<file path="src/core/vpi_params.svh">
`ifndef VPI_PARAMS_SVH
`define VPI_PARAMS_SVH
// ==========================================
// Vector space
`define VPI_NUM_VEC      38
`define VPI_VEC_W        6
`define VPI_LVL_W        2
`define VPI_ADDR_W       19
`define VPI_SLOT_SHIFT   1
// ==========================================
// Vector numbers
`define VPI_SLOT_RESET   6'h00
`define VPI_SLOT_WDOG    6'h01
`define VPI_EXC_LO       6'h02
`define VPI_EXC_HI       6'h05
`define VPI_DBG_LO       6'h06
`define VPI_DBG_HI       6'h0A
`define VPI_SWI2         6'h0B
`define VPI_SWI1         6'h0C
`define VPI_SWI0         6'h0D
`define VPI_PER_LO       6'h10
`define VPI_PER_HI       6'h25
`define VPI_POWER        6'h10
`define VPI_CLK_SYNTH    6'h11
`define VPI_FLASH_LO     6'h12
`define VPI_FLASH_HI     6'h14
`define VPI_GPIO_LO      6'h16
`define VPI_GPIO_HI      6'h19
`define VPI_SPI_RX       6'h1A
`define VPI_SPI_TX       6'h1B
`define VPI_SERIAL_LO    6'h1C
`define VPI_SERIAL_HI    6'h20
`define VPI_I2C          6'h23
`define VPI_TIMER_LO     6'h24
`define VPI_TIMER_HI     6'h25
// ==========================================
// Priority levels
`define VPI_LVL_0        2'h0
`define VPI_LVL_1        2'h1
`define VPI_LVL_2        2'h2
`define VPI_LVL_3        2'h3
`endif

</file>
<file path="src/core/vpi_pkg.sv">
`include "vpi_params.svh"
package vpi_pkg;
  typedef logic [`VPI_VEC_W-1:0]  vpi_vec_type;
  typedef logic [`VPI_LVL_W-1:0]  vpi_lvl_type;
  typedef logic [`VPI_ADDR_W-1:0] vpi_addr_type;

  typedef enum logic [2:0] {
    VPI_ST_STRAP = 3'h0,
    VPI_ST_BOOT  = 3'h1,
    VPI_ST_IDLE  = 3'h3,
    VPI_ST_OFFER = 3'h2,
    VPI_ST_TAKEN = 3'h6
  } vpi_state_type;

  // ==========================================
  // Clamp a programmed level into its legal range
  function automatic vpi_lvl_type vpi_clamp_level(input vpi_lvl_type lvl,
                                                  input vpi_lvl_type lo,
                                                  input vpi_lvl_type hi);
    vpi_lvl_type res;
    res = lvl;
    if (lvl < lo) res = lo;
    if (lvl > hi) res = hi;
    return res;
  endfunction : vpi_clamp_level

  // ==========================================
  // Slot address: two program words per vector
  function automatic vpi_addr_type vpi_slot_addr(input vpi_addr_type base,
                                                 input vpi_vec_type  vec);
    vpi_addr_type ofs;
    ofs = vpi_addr_type'(vec) << `VPI_SLOT_SHIFT;
    return vpi_addr_type'(base + ofs);
  endfunction : vpi_slot_addr
endpackage : vpi_pkg

</file>
<file path="src/core/vpi_arb_if.sv">
`timescale 1ns/1ps
`include "vpi_params.svh"
interface vpi_arb_if;
  logic [`VPI_NUM_VEC-1:0]                 req;
  logic [`VPI_NUM_VEC-1:0][`VPI_LVL_W-1:0] level;
  vpi_pkg::vpi_lvl_type                    mask_level;
  logic                                    win_valid;
  vpi_pkg::vpi_vec_type                    win_vec;
  vpi_pkg::vpi_lvl_type                    win_level;

  modport requester (output req, level, mask_level,
                     input  win_valid, win_vec, win_level);
  modport arbiter   (input  req, level, mask_level,
                     output win_valid, win_vec, win_level);
endinterface : vpi_arb_if

</file>
<file path="src/core/vpi_arbiter.sv">
`timescale 1ns/1ps
`include "vpi_params.svh"
module vpi_arbiter (
  // Request side
  vpi_arb_if.arbiter arb
);
  // ==========================================
  // Highest level wins; ties go to the lowest vector
  always_comb begin
    logic                 found;
    vpi_pkg::vpi_vec_type best_vec;
    vpi_pkg::vpi_lvl_type best_lvl;
    found    = 1'b0;
    best_vec = '0;
    best_lvl = '0;
    // Scan downward so an equal level at a lower vector replaces the holder
    for (int v = `VPI_NUM_VEC - 1; v >= 0; v--) begin
      if (arb.req[v] && (arb.level[v] >= arb.mask_level)) begin
        if (!found || (arb.level[v] >= best_lvl)) begin
          found    = 1'b1;
          best_vec = vpi_pkg::vpi_vec_type'(v);
          best_lvl = arb.level[v];
        end
      end
    end
    arb.win_valid = found;
    arb.win_vec   = best_vec;
    arb.win_level = best_lvl;
  end
endmodule : vpi_arbiter

</file>
<file path="src/core/vpi_top.sv">
// Contract
// Higher level served before every lower level
// Equal level: lowest vector number wins
// Peripheral and debug levels are programmable
// Vector addresses formed from programmable table base
// Base zero: reset slot 0, watchdog slot 1
// Software fills slots with jumps and calls
// Slots 0 and 1 never carry interrupts
// Core exceptions 2 to 5 fixed level 3
// Debug vectors 6 to 10 levels 1-3
// Peripheral vectors, clock synthesis 17, levels 0-2
// Flash vectors 18, 19, 20 separate
// SPI receive on 26, transmit on 27
// Slot is base plus twice vector, 19 bits
// Reserved vectors 14,15,21,33,34 never raised
`timescale 1ns/1ps
`include "vpi_params.svh"
module vpi_top #(
  parameter int ADDR_W = `VPI_ADDR_W
) (
  // Clock and reset
  input  wire logic                                 i_mclk,
  input  wire logic                                 i_resetn,
  // Configuration
  input  wire logic [ADDR_W-1:0]                    i_vector_table_base,
  input  wire logic [`VPI_LVL_W-1:0]                i_mask_level,
  input  wire logic [5*`VPI_LVL_W-1:0]              i_debug_level,
  input  wire logic [22*`VPI_LVL_W-1:0]             i_periph_level,
  input  wire logic                                 i_wdog_reset_flag,
  // Core exception, debug and software requests
  input  wire logic [3:0]                           i_core_exc_req,
  input  wire logic [4:0]                           i_debug_req,
  input  wire logic [2:0]                           i_swi_req,
  // Peripheral requests
  input  wire logic                                 i_power_sense_req,
  input  wire logic                                 i_clock_synthesis_unit_req,
  input  wire logic [2:0]                           i_flash_module_req,
  input  wire logic [3:0]                           i_gpio_req,
  input  wire logic                                 i_spi_rx_req,
  input  wire logic                                 i_spi_tx_req,
  input  wire logic [4:0]                           i_serial_comms_port_req,
  input  wire logic                                 i_i2c_req,
  input  wire logic [1:0]                           i_timer_req,
  // Core fetch handshake
  input  wire logic                                 i_boot_ack,
  input  wire logic                                 i_irq_ack,
  // Boot fetch
  output logic                                      o_boot_valid,
  output logic                                      o_boot_wdog,
  output logic [ADDR_W-1:0]                         o_boot_addr,
  // Interrupt offer
  output logic                                      o_irq_valid,
  output logic [`VPI_VEC_W-1:0]                     o_irq_vector,
  output logic [`VPI_LVL_W-1:0]                     o_irq_level,
  output logic [ADDR_W-1:0]                         o_irq_addr,
  output logic [`VPI_NUM_VEC-1:0]                   o_src_ack
);

  vpi_pkg::vpi_state_type state;
  vpi_pkg::vpi_state_type next_state;
  logic                   wdog_seen;
  logic                   offer_load;
  logic                   offer_take;

  vpi_arb_if arb ();

  // ==========================================
  // Request map
  always_comb begin
    arb.req = '0;
    arb.req[`VPI_EXC_HI:`VPI_EXC_LO]       = i_core_exc_req;
    arb.req[`VPI_DBG_HI:`VPI_DBG_LO]       = i_debug_req;
    arb.req[`VPI_SWI2]                     = i_swi_req[2];
    arb.req[`VPI_SWI1]                     = i_swi_req[1];
    arb.req[`VPI_SWI0]                     = i_swi_req[0];
    arb.req[`VPI_POWER]                    = i_power_sense_req;
    arb.req[`VPI_CLK_SYNTH]                = i_clock_synthesis_unit_req;
    arb.req[`VPI_FLASH_HI:`VPI_FLASH_LO]   = i_flash_module_req;
    arb.req[`VPI_GPIO_HI:`VPI_GPIO_LO]     = i_gpio_req;
    arb.req[`VPI_SPI_RX]                   = i_spi_rx_req;
    arb.req[`VPI_SPI_TX]                   = i_spi_tx_req;
    arb.req[`VPI_SERIAL_HI:`VPI_SERIAL_LO] = i_serial_comms_port_req;
    arb.req[`VPI_I2C]                      = i_i2c_req;
    arb.req[`VPI_TIMER_HI:`VPI_TIMER_LO]   = i_timer_req;
    // Reset slots and reserved vectors stay tied low
    arb.req[`VPI_SLOT_RESET] = 1'b0;
    arb.req[`VPI_SLOT_WDOG]  = 1'b0;
    arb.req[6'h0E]           = 1'b0;
    arb.req[6'h0F]           = 1'b0;
    arb.req[6'h15]           = 1'b0;
    arb.req[6'h21]           = 1'b0;
    arb.req[6'h22]           = 1'b0;
  end

  // ==========================================
  // Level map
  always_comb begin
    arb.level = '0;
    for (int v = `VPI_EXC_LO; v <= `VPI_EXC_HI; v++) begin
      arb.level[v] = `VPI_LVL_3;
    end
    for (int d = 0; d < 5; d++) begin
      arb.level[`VPI_DBG_LO + d] = vpi_pkg::vpi_clamp_level(
        i_debug_level[d*`VPI_LVL_W +: `VPI_LVL_W],
        `VPI_LVL_1, `VPI_LVL_3);
    end
    arb.level[`VPI_SWI2] = `VPI_LVL_2;
    arb.level[`VPI_SWI1] = `VPI_LVL_1;
    arb.level[`VPI_SWI0] = `VPI_LVL_0;
    for (int p = 0; p < 22; p++) begin
      arb.level[`VPI_PER_LO + p] = vpi_pkg::vpi_clamp_level(
        i_periph_level[p*`VPI_LVL_W +: `VPI_LVL_W],
        `VPI_LVL_0, `VPI_LVL_2);
    end
  end

  assign arb.mask_level = i_mask_level;

  vpi_arbiter u_arbiter (
    .arb (arb)
  );

  // ==========================================
  // Sequencer
  assign offer_take = (state == vpi_pkg::VPI_ST_OFFER) && i_irq_ack;
  assign offer_load = ((state == vpi_pkg::VPI_ST_IDLE) ||
                       (state == vpi_pkg::VPI_ST_OFFER)) &&
                      arb.win_valid && !offer_take;

  always_comb begin
    next_state = state;
    case (state)
      vpi_pkg::VPI_ST_STRAP: begin
        next_state = vpi_pkg::VPI_ST_BOOT;
      end
      vpi_pkg::VPI_ST_BOOT: begin
        if (o_boot_valid && i_boot_ack) begin
          next_state = vpi_pkg::VPI_ST_IDLE;
        end
      end
      vpi_pkg::VPI_ST_IDLE: begin
        if (arb.win_valid) begin
          next_state = vpi_pkg::VPI_ST_OFFER;
        end
      end
      vpi_pkg::VPI_ST_OFFER: begin
        if (i_irq_ack) begin
          next_state = vpi_pkg::VPI_ST_TAKEN;
        end else if (!arb.win_valid) begin
          next_state = vpi_pkg::VPI_ST_IDLE;
        end
      end
      vpi_pkg::VPI_ST_TAKEN: begin
        next_state = vpi_pkg::VPI_ST_IDLE;
      end
      default: begin
        next_state = vpi_pkg::VPI_ST_IDLE;
      end
    endcase
  end

  always_ff @(posedge i_mclk or negedge i_resetn) begin
    if (!i_resetn) begin
      state <= vpi_pkg::VPI_ST_STRAP;
    end else begin
      state <= next_state;
    end
  end

  // ==========================================
  // Reset cause, caught one cycle after release
  always_ff @(posedge i_mclk or negedge i_resetn) begin
    if (!i_resetn) begin
      wdog_seen <= 1'b0;
    end else if (state == vpi_pkg::VPI_ST_STRAP) begin
      wdog_seen <= i_wdog_reset_flag;
    end
  end

  // ==========================================
  // Boot fetch
  always_ff @(posedge i_mclk or negedge i_resetn) begin
    if (!i_resetn) begin
      o_boot_valid <= 1'b0;
      o_boot_wdog  <= 1'b0;
      o_boot_addr  <= '0;
    end else if (state == vpi_pkg::VPI_ST_STRAP) begin
      o_boot_valid <= 1'b0;
    end else if (state == vpi_pkg::VPI_ST_BOOT) begin
      if (o_boot_valid && i_boot_ack) begin
        o_boot_valid <= 1'b0;
      end else begin
        o_boot_valid <= 1'b1;
        o_boot_wdog  <= wdog_seen;
        o_boot_addr  <= vpi_pkg::vpi_slot_addr(i_vector_table_base,
                          wdog_seen ? `VPI_SLOT_WDOG : `VPI_SLOT_RESET);
      end
    end
  end

  // ==========================================
  // Interrupt offer; a new winner replaces the offer until taken
  always_ff @(posedge i_mclk or negedge i_resetn) begin
    if (!i_resetn) begin
      o_irq_valid <= 1'b0;
    end else if (offer_load) begin
      o_irq_valid <= 1'b1;
    end else begin
      o_irq_valid <= 1'b0;
    end
  end

  always_ff @(posedge i_mclk or negedge i_resetn) begin
    if (!i_resetn) begin
      o_irq_vector <= '0;
      o_irq_level  <= '0;
      o_irq_addr   <= '0;
    end else if (offer_load) begin
      o_irq_vector <= arb.win_vec;
      o_irq_level  <= arb.win_level;
      o_irq_addr   <= vpi_pkg::vpi_slot_addr(i_vector_table_base,
                                             arb.win_vec);
    end
  end

  // ==========================================
  // Source acknowledge, one cycle per taken vector
  always_ff @(posedge i_mclk or negedge i_resetn) begin
    if (!i_resetn) begin
      o_src_ack <= '0;
    end else begin
      o_src_ack <= '0;
      if (offer_take) begin
        o_src_ack[o_irq_vector] <= 1'b1;
      end
    end
  end

endmodule : vpi_top

</file>
<file path="config.mk">
export PLATFORM = sky130hd
export DESIGN_NAME = vpi_top
export DESIGN_NICKNAME = d
export VERILOG_FILES = /design/src/core/vpi_pkg.sv /design/src/core/vpi_arb_if.sv /design/src/core/vpi_arbiter.sv /design/src/core/vpi_top.sv
export VERILOG_INCLUDE_DIRS = /design/src /design/src/core
export SDC_FILE = /design/constraint.sdc
export NUM_CORES = 1
export LEC_CHECK = 0
export ABC_AREA = 1
export BUFFER_PORTS_ARGS = -buffer_cell sky130_fd_sc_hd__buf_2
export CAP_MARGIN = 20
export CORE_MARGIN = 8
export CORE_UTILIZATION = 59
export CTS_CLUSTER_SIZE = 40
export DETAILED_ROUTE_END_ITERATION = 8
export PLACE_DENSITY = 0.88
export SYNTH_ARGS = -nofsm -noshare
export SYNTH_HDL_FRONTEND = slang
export SYNTH_SLANG_ARGS = --single-unit
</file>
<file path="constraint.sdc">
create_clock -name i_mclk -period 4.25 [get_ports i_mclk]
set_input_delay 0.6375 -clock i_mclk [delete_from_list [all_inputs] [get_ports i_mclk]]
set_output_delay 0.6375 -clock i_mclk [all_outputs]
set_load 0.01 [all_outputs]
</file>
==> results of run 1 <==
## cells by family after synthesis
logic type / Yosys count
simple gates: 491
compound gates: 158
buf+inv: 220
mux: 1
fa+ha+maj: 87
xor+xnor: 30
flops: 91
## cells in the mapped netlist, types with 4 or more instances
cell	count	area, um^2
a21boi_0	11	82.6
a21boi_1	4	30.0
a21oi_1	28	140
a31oi_1	13	81.3
clkbuf_1	26	97.6
dfrtp_1	91	2280
ha_1	86	1080
inv_1	183	687
inv_2	6	22.5
nand2_1	277	1040
nand2_2	8	50.1
nand3_1	65	325
nor2_1	97	364
nor2_2	10	62.6
nor2_4	4	45.0
nor3_1	12	60.1
o21ai_0	56	280
o21ai_1	18	90.1
o21ai_2	4	35.0
xnor2_1	13	114
xor2_1	17	149
## repair_timing
| item | CTS |
|---|---|
| pin swaps | 66 |
| hold buffers | 0 |
| buffers inserted | 67 |
| gates resized for setup | 63 |
| gates cloned | 0 |
| setup endpoints to repair | 29 |
## through the flow
stage,setup TNS [ns],utilization (%)
after floorplan,-452.84,-
after global placement,-476.50,84.4
after detailed placement,-522.36,84.4
after CTS,-493.87,92.9
==> results.yml, run 1 <==
synthesis:
  async_flop_share_pct: 100
  syn_inst: 1078
  synth_nets: 1276
  synthesis.area_um2: 7520
  synth_top_family_by_area: "simple AND/OR/NAND/NOR gates"
  synth_cell_types: 47
  postSynthAreaPerCell_um2: 6.98
  synthXorXnorAreaFrac_pct: 3.49
  ys_seq_elements: 91
  synth_ff_type: "dfrtp_1"
  ys_warn_count: 0
  synth_fa_ha_area_share_pct: 14.6
  synth-simple-area-share_pct: 27.6
  ys_seq_area_share_pct: 30.3
  synth_mux_area_share_pct: 0.183
  synth-compound-area-share_pct: 12.8
  synth_edf_count: 0
placed_design:
  port_buffers: 191
  gp_congestion: 0.908
  dp_hpwl_mm: 20.5
  pre_cts_slack_ns: -20.51
  dpl-instance-area_um2: 10600
  place_inst: 1651
clock_tree:
  numCtsBuffers: 9
  clkSinkCount: 91
  clock-root-buffer: "clkbuf_16"
  cts.path.max_buffers: 2
  htree_levels: 3
floorplanning:
  initial_core_util_pct: 60.1
  die_y_um: 129
  num_rows: 41
  fp.dieW_um: 129
  io_pins: 198
outcome:
  status: "aborted with a tool error"
  haltStage: "global routing"
  firstError: "[ERROR DPL-0038] Utilization greater than 100%, impossible to legalize"
sta:
  grt-worst-endpoint: "o_irq_addr[17]$_DFFE_PN0P_/D"
  worst_endpoint_kind: "register input"
grt:
  grt_start_max_net_pins: 92
==> run 2: changes to the inputs <==
--- a/config.mk
+++ b/config.mk
@@ -10,10 +10,9 @@
 export BUFFER_PORTS_ARGS = -buffer_cell sky130_fd_sc_hd__buf_2
 export CAP_MARGIN = 20
 export CORE_MARGIN = 8
-export CORE_UTILIZATION = 59
-export CTS_CLUSTER_SIZE = 40
+export CORE_UTILIZATION = 40
 export DETAILED_ROUTE_END_ITERATION = 8
-export PLACE_DENSITY = 0.88
+export PLACE_DENSITY_LB_ADDON = 0.15
 export SYNTH_ARGS = -nofsm -noshare
 export SYNTH_HDL_FRONTEND = slang
 export SYNTH_SLANG_ARGS = --single-unit
==> results.yml, run 2 <==
outcome:
  status: "finished with violations"
  violations: "setup timing"
cells_and_area:
  reg.largest.list: "o_src_ack: 38 flops, o_boot_addr: 19 flops, o_irq_addr: 19 flops"
  n_antenna_cell: 0
  largest_reg_flops: 38
  stdcell_count: 1807
  final_cell_mix: "buf_4, nand2_1, buf_2"
  syn_to_final_growth_pct: 65.0
  mostFrequentLayoutCell: "buf_4"
  layout-drive-gt1-share_pct: 48.9
  nets: 1766
  regMostFlops: "o_src_ack"
  nFillCells: 1588
route:
  drt_first_pass_iters: 4
  vias_per_cell: 4.69
  drt-total-wl_mm: 23.5
  drc_errors: 0
  drtIter0Drc: 258
  dr_total_vias: 8475
  ant_nets: 0
  routedWlPerCell_um: 13.0
sta:
  post-route-period-util_pct: 545
  worst_slack_ns: -18.91
  setup_viol: 29
  grt_setup_unrepaired: "yes"
  tightestPinTransition_ns: 0.735
  final.min_clock_period_ns: 23.16
  hold_violations: 0
  holdWs_ns: 0.369
  max_slew_margin_pct: 51.0
  final_max_slew_viol_count: 0
  fmax_ghz: 0.0432
  skew_ns: 0.00436
critical_path:
  cp.depth: 213
  critPathLaunchType: "input pin"
  crit_start: "i_periph_level[43]"
  r2r_start: "wdog_seen"
  rr_endpoint: "o_boot_addr[17]"
  worstSetupPathType: "input pin to register"
  cp_slowest_cell: "a221o_1"
  endpoint_kind: "register"
  r2r_cells: 10
  crit_top_cell: "nand2_2"
  cp_max_fo: 5
  r2r_slack_ns: 2.27
  cp.arrival_ns: 23.43
  max_stage_delay_ns: 0.35
  critPathTopFamily: "simple AND/OR/NAND/NOR gates"
  critPathCapture: "o_irq_addr[14]"
  cp.buffers_inverters: 42
  crit_required_ns: 4.52
floorplanning:
  die_y_um: 153
  core_um2: 18600
  num_rows: 50
  initial_core_util_pct: 40.5
  die-area_um2: 23500
  io_pins: 198
  fp.dieW_um: 153
synthesis:
  async_flop_share_pct: 100
  yosysMostFrequentCell: "nand2_1"
  postSynthAreaPerCell_um2: 6.98
  synth_top_area_cell: "dfrtp_1"
  synth_nets: 1276
  synth_edf_count: 0
  synth_top_area_share_pct: 30.3
  synthTopCellsByCount: "nand2_1, inv_1, nor2_1"
  synth_cell_types: 47
  synthesis.area_um2: 7520
  synth.area.top_cells: "dfrtp_1, ha_1, nand2_1"
  ys_warn_count: 0
  ys_seq_area_share_pct: 30.3
  syn_inst: 1078
  synth_ff_type: "dfrtp_1"
  ys_seq_elements: 91
pwr:
  p_per_area_nw_per_um2: 304
  vdd_drop_max_mv: 0.219
  p_leak_uw: 0.00690
grt:
  top_usage_layer: "met2"
  use_met2_pct: 34.2
  grt_pass1_wl_mm: 37.3
  use_met1_pct: 22.5
  grt_usage_pct: 18.8
  use_met3_pct: 3.67
  grt-ovfl-total: 0
  first_global_vias: 8233
  antenna_found_initial: 2
  grt_start_max_net_pins: 61
placed_design:
  place_inst: 1720
  port_buffers: 191
  gp_congestion: 0.851
  dp_hpwl_mm: 17.9
clock_tree:
  clk_pin_slew_ns: 0.07
  insertion_delay_ns: 0.34
  cts.path.max_buffers: 2
  clkSinkCount: 91
  numCtsBuffers: 9
  cts_tree: "done"
  htree_levels: 3
  clock-root-buffer: "clkbuf_16"
worst_hold_path:
  hold_path_class: "input pin to async pin"
run:
  maxCapViolations: 0
## run 2: how the worst min path moves through the flow
stage | from | slack, ns | depth (start not counted) | end
2_1_floorplan | i_resetn | 0.34 | 0 | o_boot_addr[0]
3_3_place_gp | o_boot_addr[1] | 0.46 | 2 | o_boot_addr[1]
3_5_place_dp | o_boot_addr[1] | 0.46 | 2 | o_boot_addr[1]
4_1_cts | i_resetn | 0.39 | 1 | o_boot_addr[10]
5_1_grt | i_resetn | 0.43 | 1 | o_boot_addr[10]
6_report | i_resetn | 0.37 | 1 | o_boot_addr[10]
## run 2: repair_timing
| action | CTS | global route |
|---|---|---|
| pin swaps | 51 | 134 |
| hold buffers | 0 | 0 |
| buffers inserted | 38 | 37 |
| endpoints found under the setup margin | 29 | 29 |
| cloned | 0 | 0 |
| gates resized for setup | 46 | 161 |
## run 2: layout make-up
cell class                      count  area [um^2]  area share [%]
Sequential cell                    91         2280            18.3
Clock buffer                        9          225            1.81
Clock inverter                      7         62.6           0.504
Tap cell                          234          293            2.36
Inverter                          189          721            5.81
Timing Repair Buffer              510         3470            28.0
Multi-Input combinational cell    767         5370            43.2
## run 2: report_power, final
group / internal [uW] / leakage (uW) / switching, uW
registers: 966 / 0.00120 / 67.7
clock network: 406 / 0.000132 / 352
logic: 971 / 0.00557 / 1020
## run 2: stage by stage
| stage | instance area (um^2) | utilization (%) | power (uW) | setup slack (ns) | setup TNS [ns] |
|---|---|---|---|---|---|
| detailed placement | 10700 | 57.6 | 2630 | -19.44 | -494.44 |
| floorplan | 7690 | - | 1890 | -18.27 | -452.84 |
| finish | 12400 | 66.8 | 3780 | -18.91 | -479.64 |
| global route | 12400 | 66.8 | 4070 | -20.75 | -527.76 |
| CTS | 11500 | 61.9 | 3520 | -18.51 | -472.34 |
| global placement | 10700 | 57.6 | 2600 | -18.87 | -480.33 |
## run 2: metal layers
| metal | vias to the layer above | share of wire (%) | wire length (um) |
|---|---|---|---|
| met5 | - | 0.12 | 27 |
| met4 | 4 | 0.87 | 204 |
| met3 | 21 | 5.1 | 1200 |
| met2 | 185 | 51 | 12000 |
| met1 | 3858 | 43 | 10000 |
| li1 | 4407 | - | - |
## run 2: cell families (layout without fill, tap and decap cells)
kind of cell,Yosys count,after routing,synth area share (%)
AO/OA/AOI/OAI,158,158,12.8
multiplexers,1,1,0.183
buffers and inverters,220,715,11.2
XOR/XNOR,30,30,3.49
adder cells (fa/ha/maj),87,87,14.6
flip-flops,91,91,30.3
AND/OR/NAND/NOR,491,491,27.6
(Power assumes the default switching activity.)
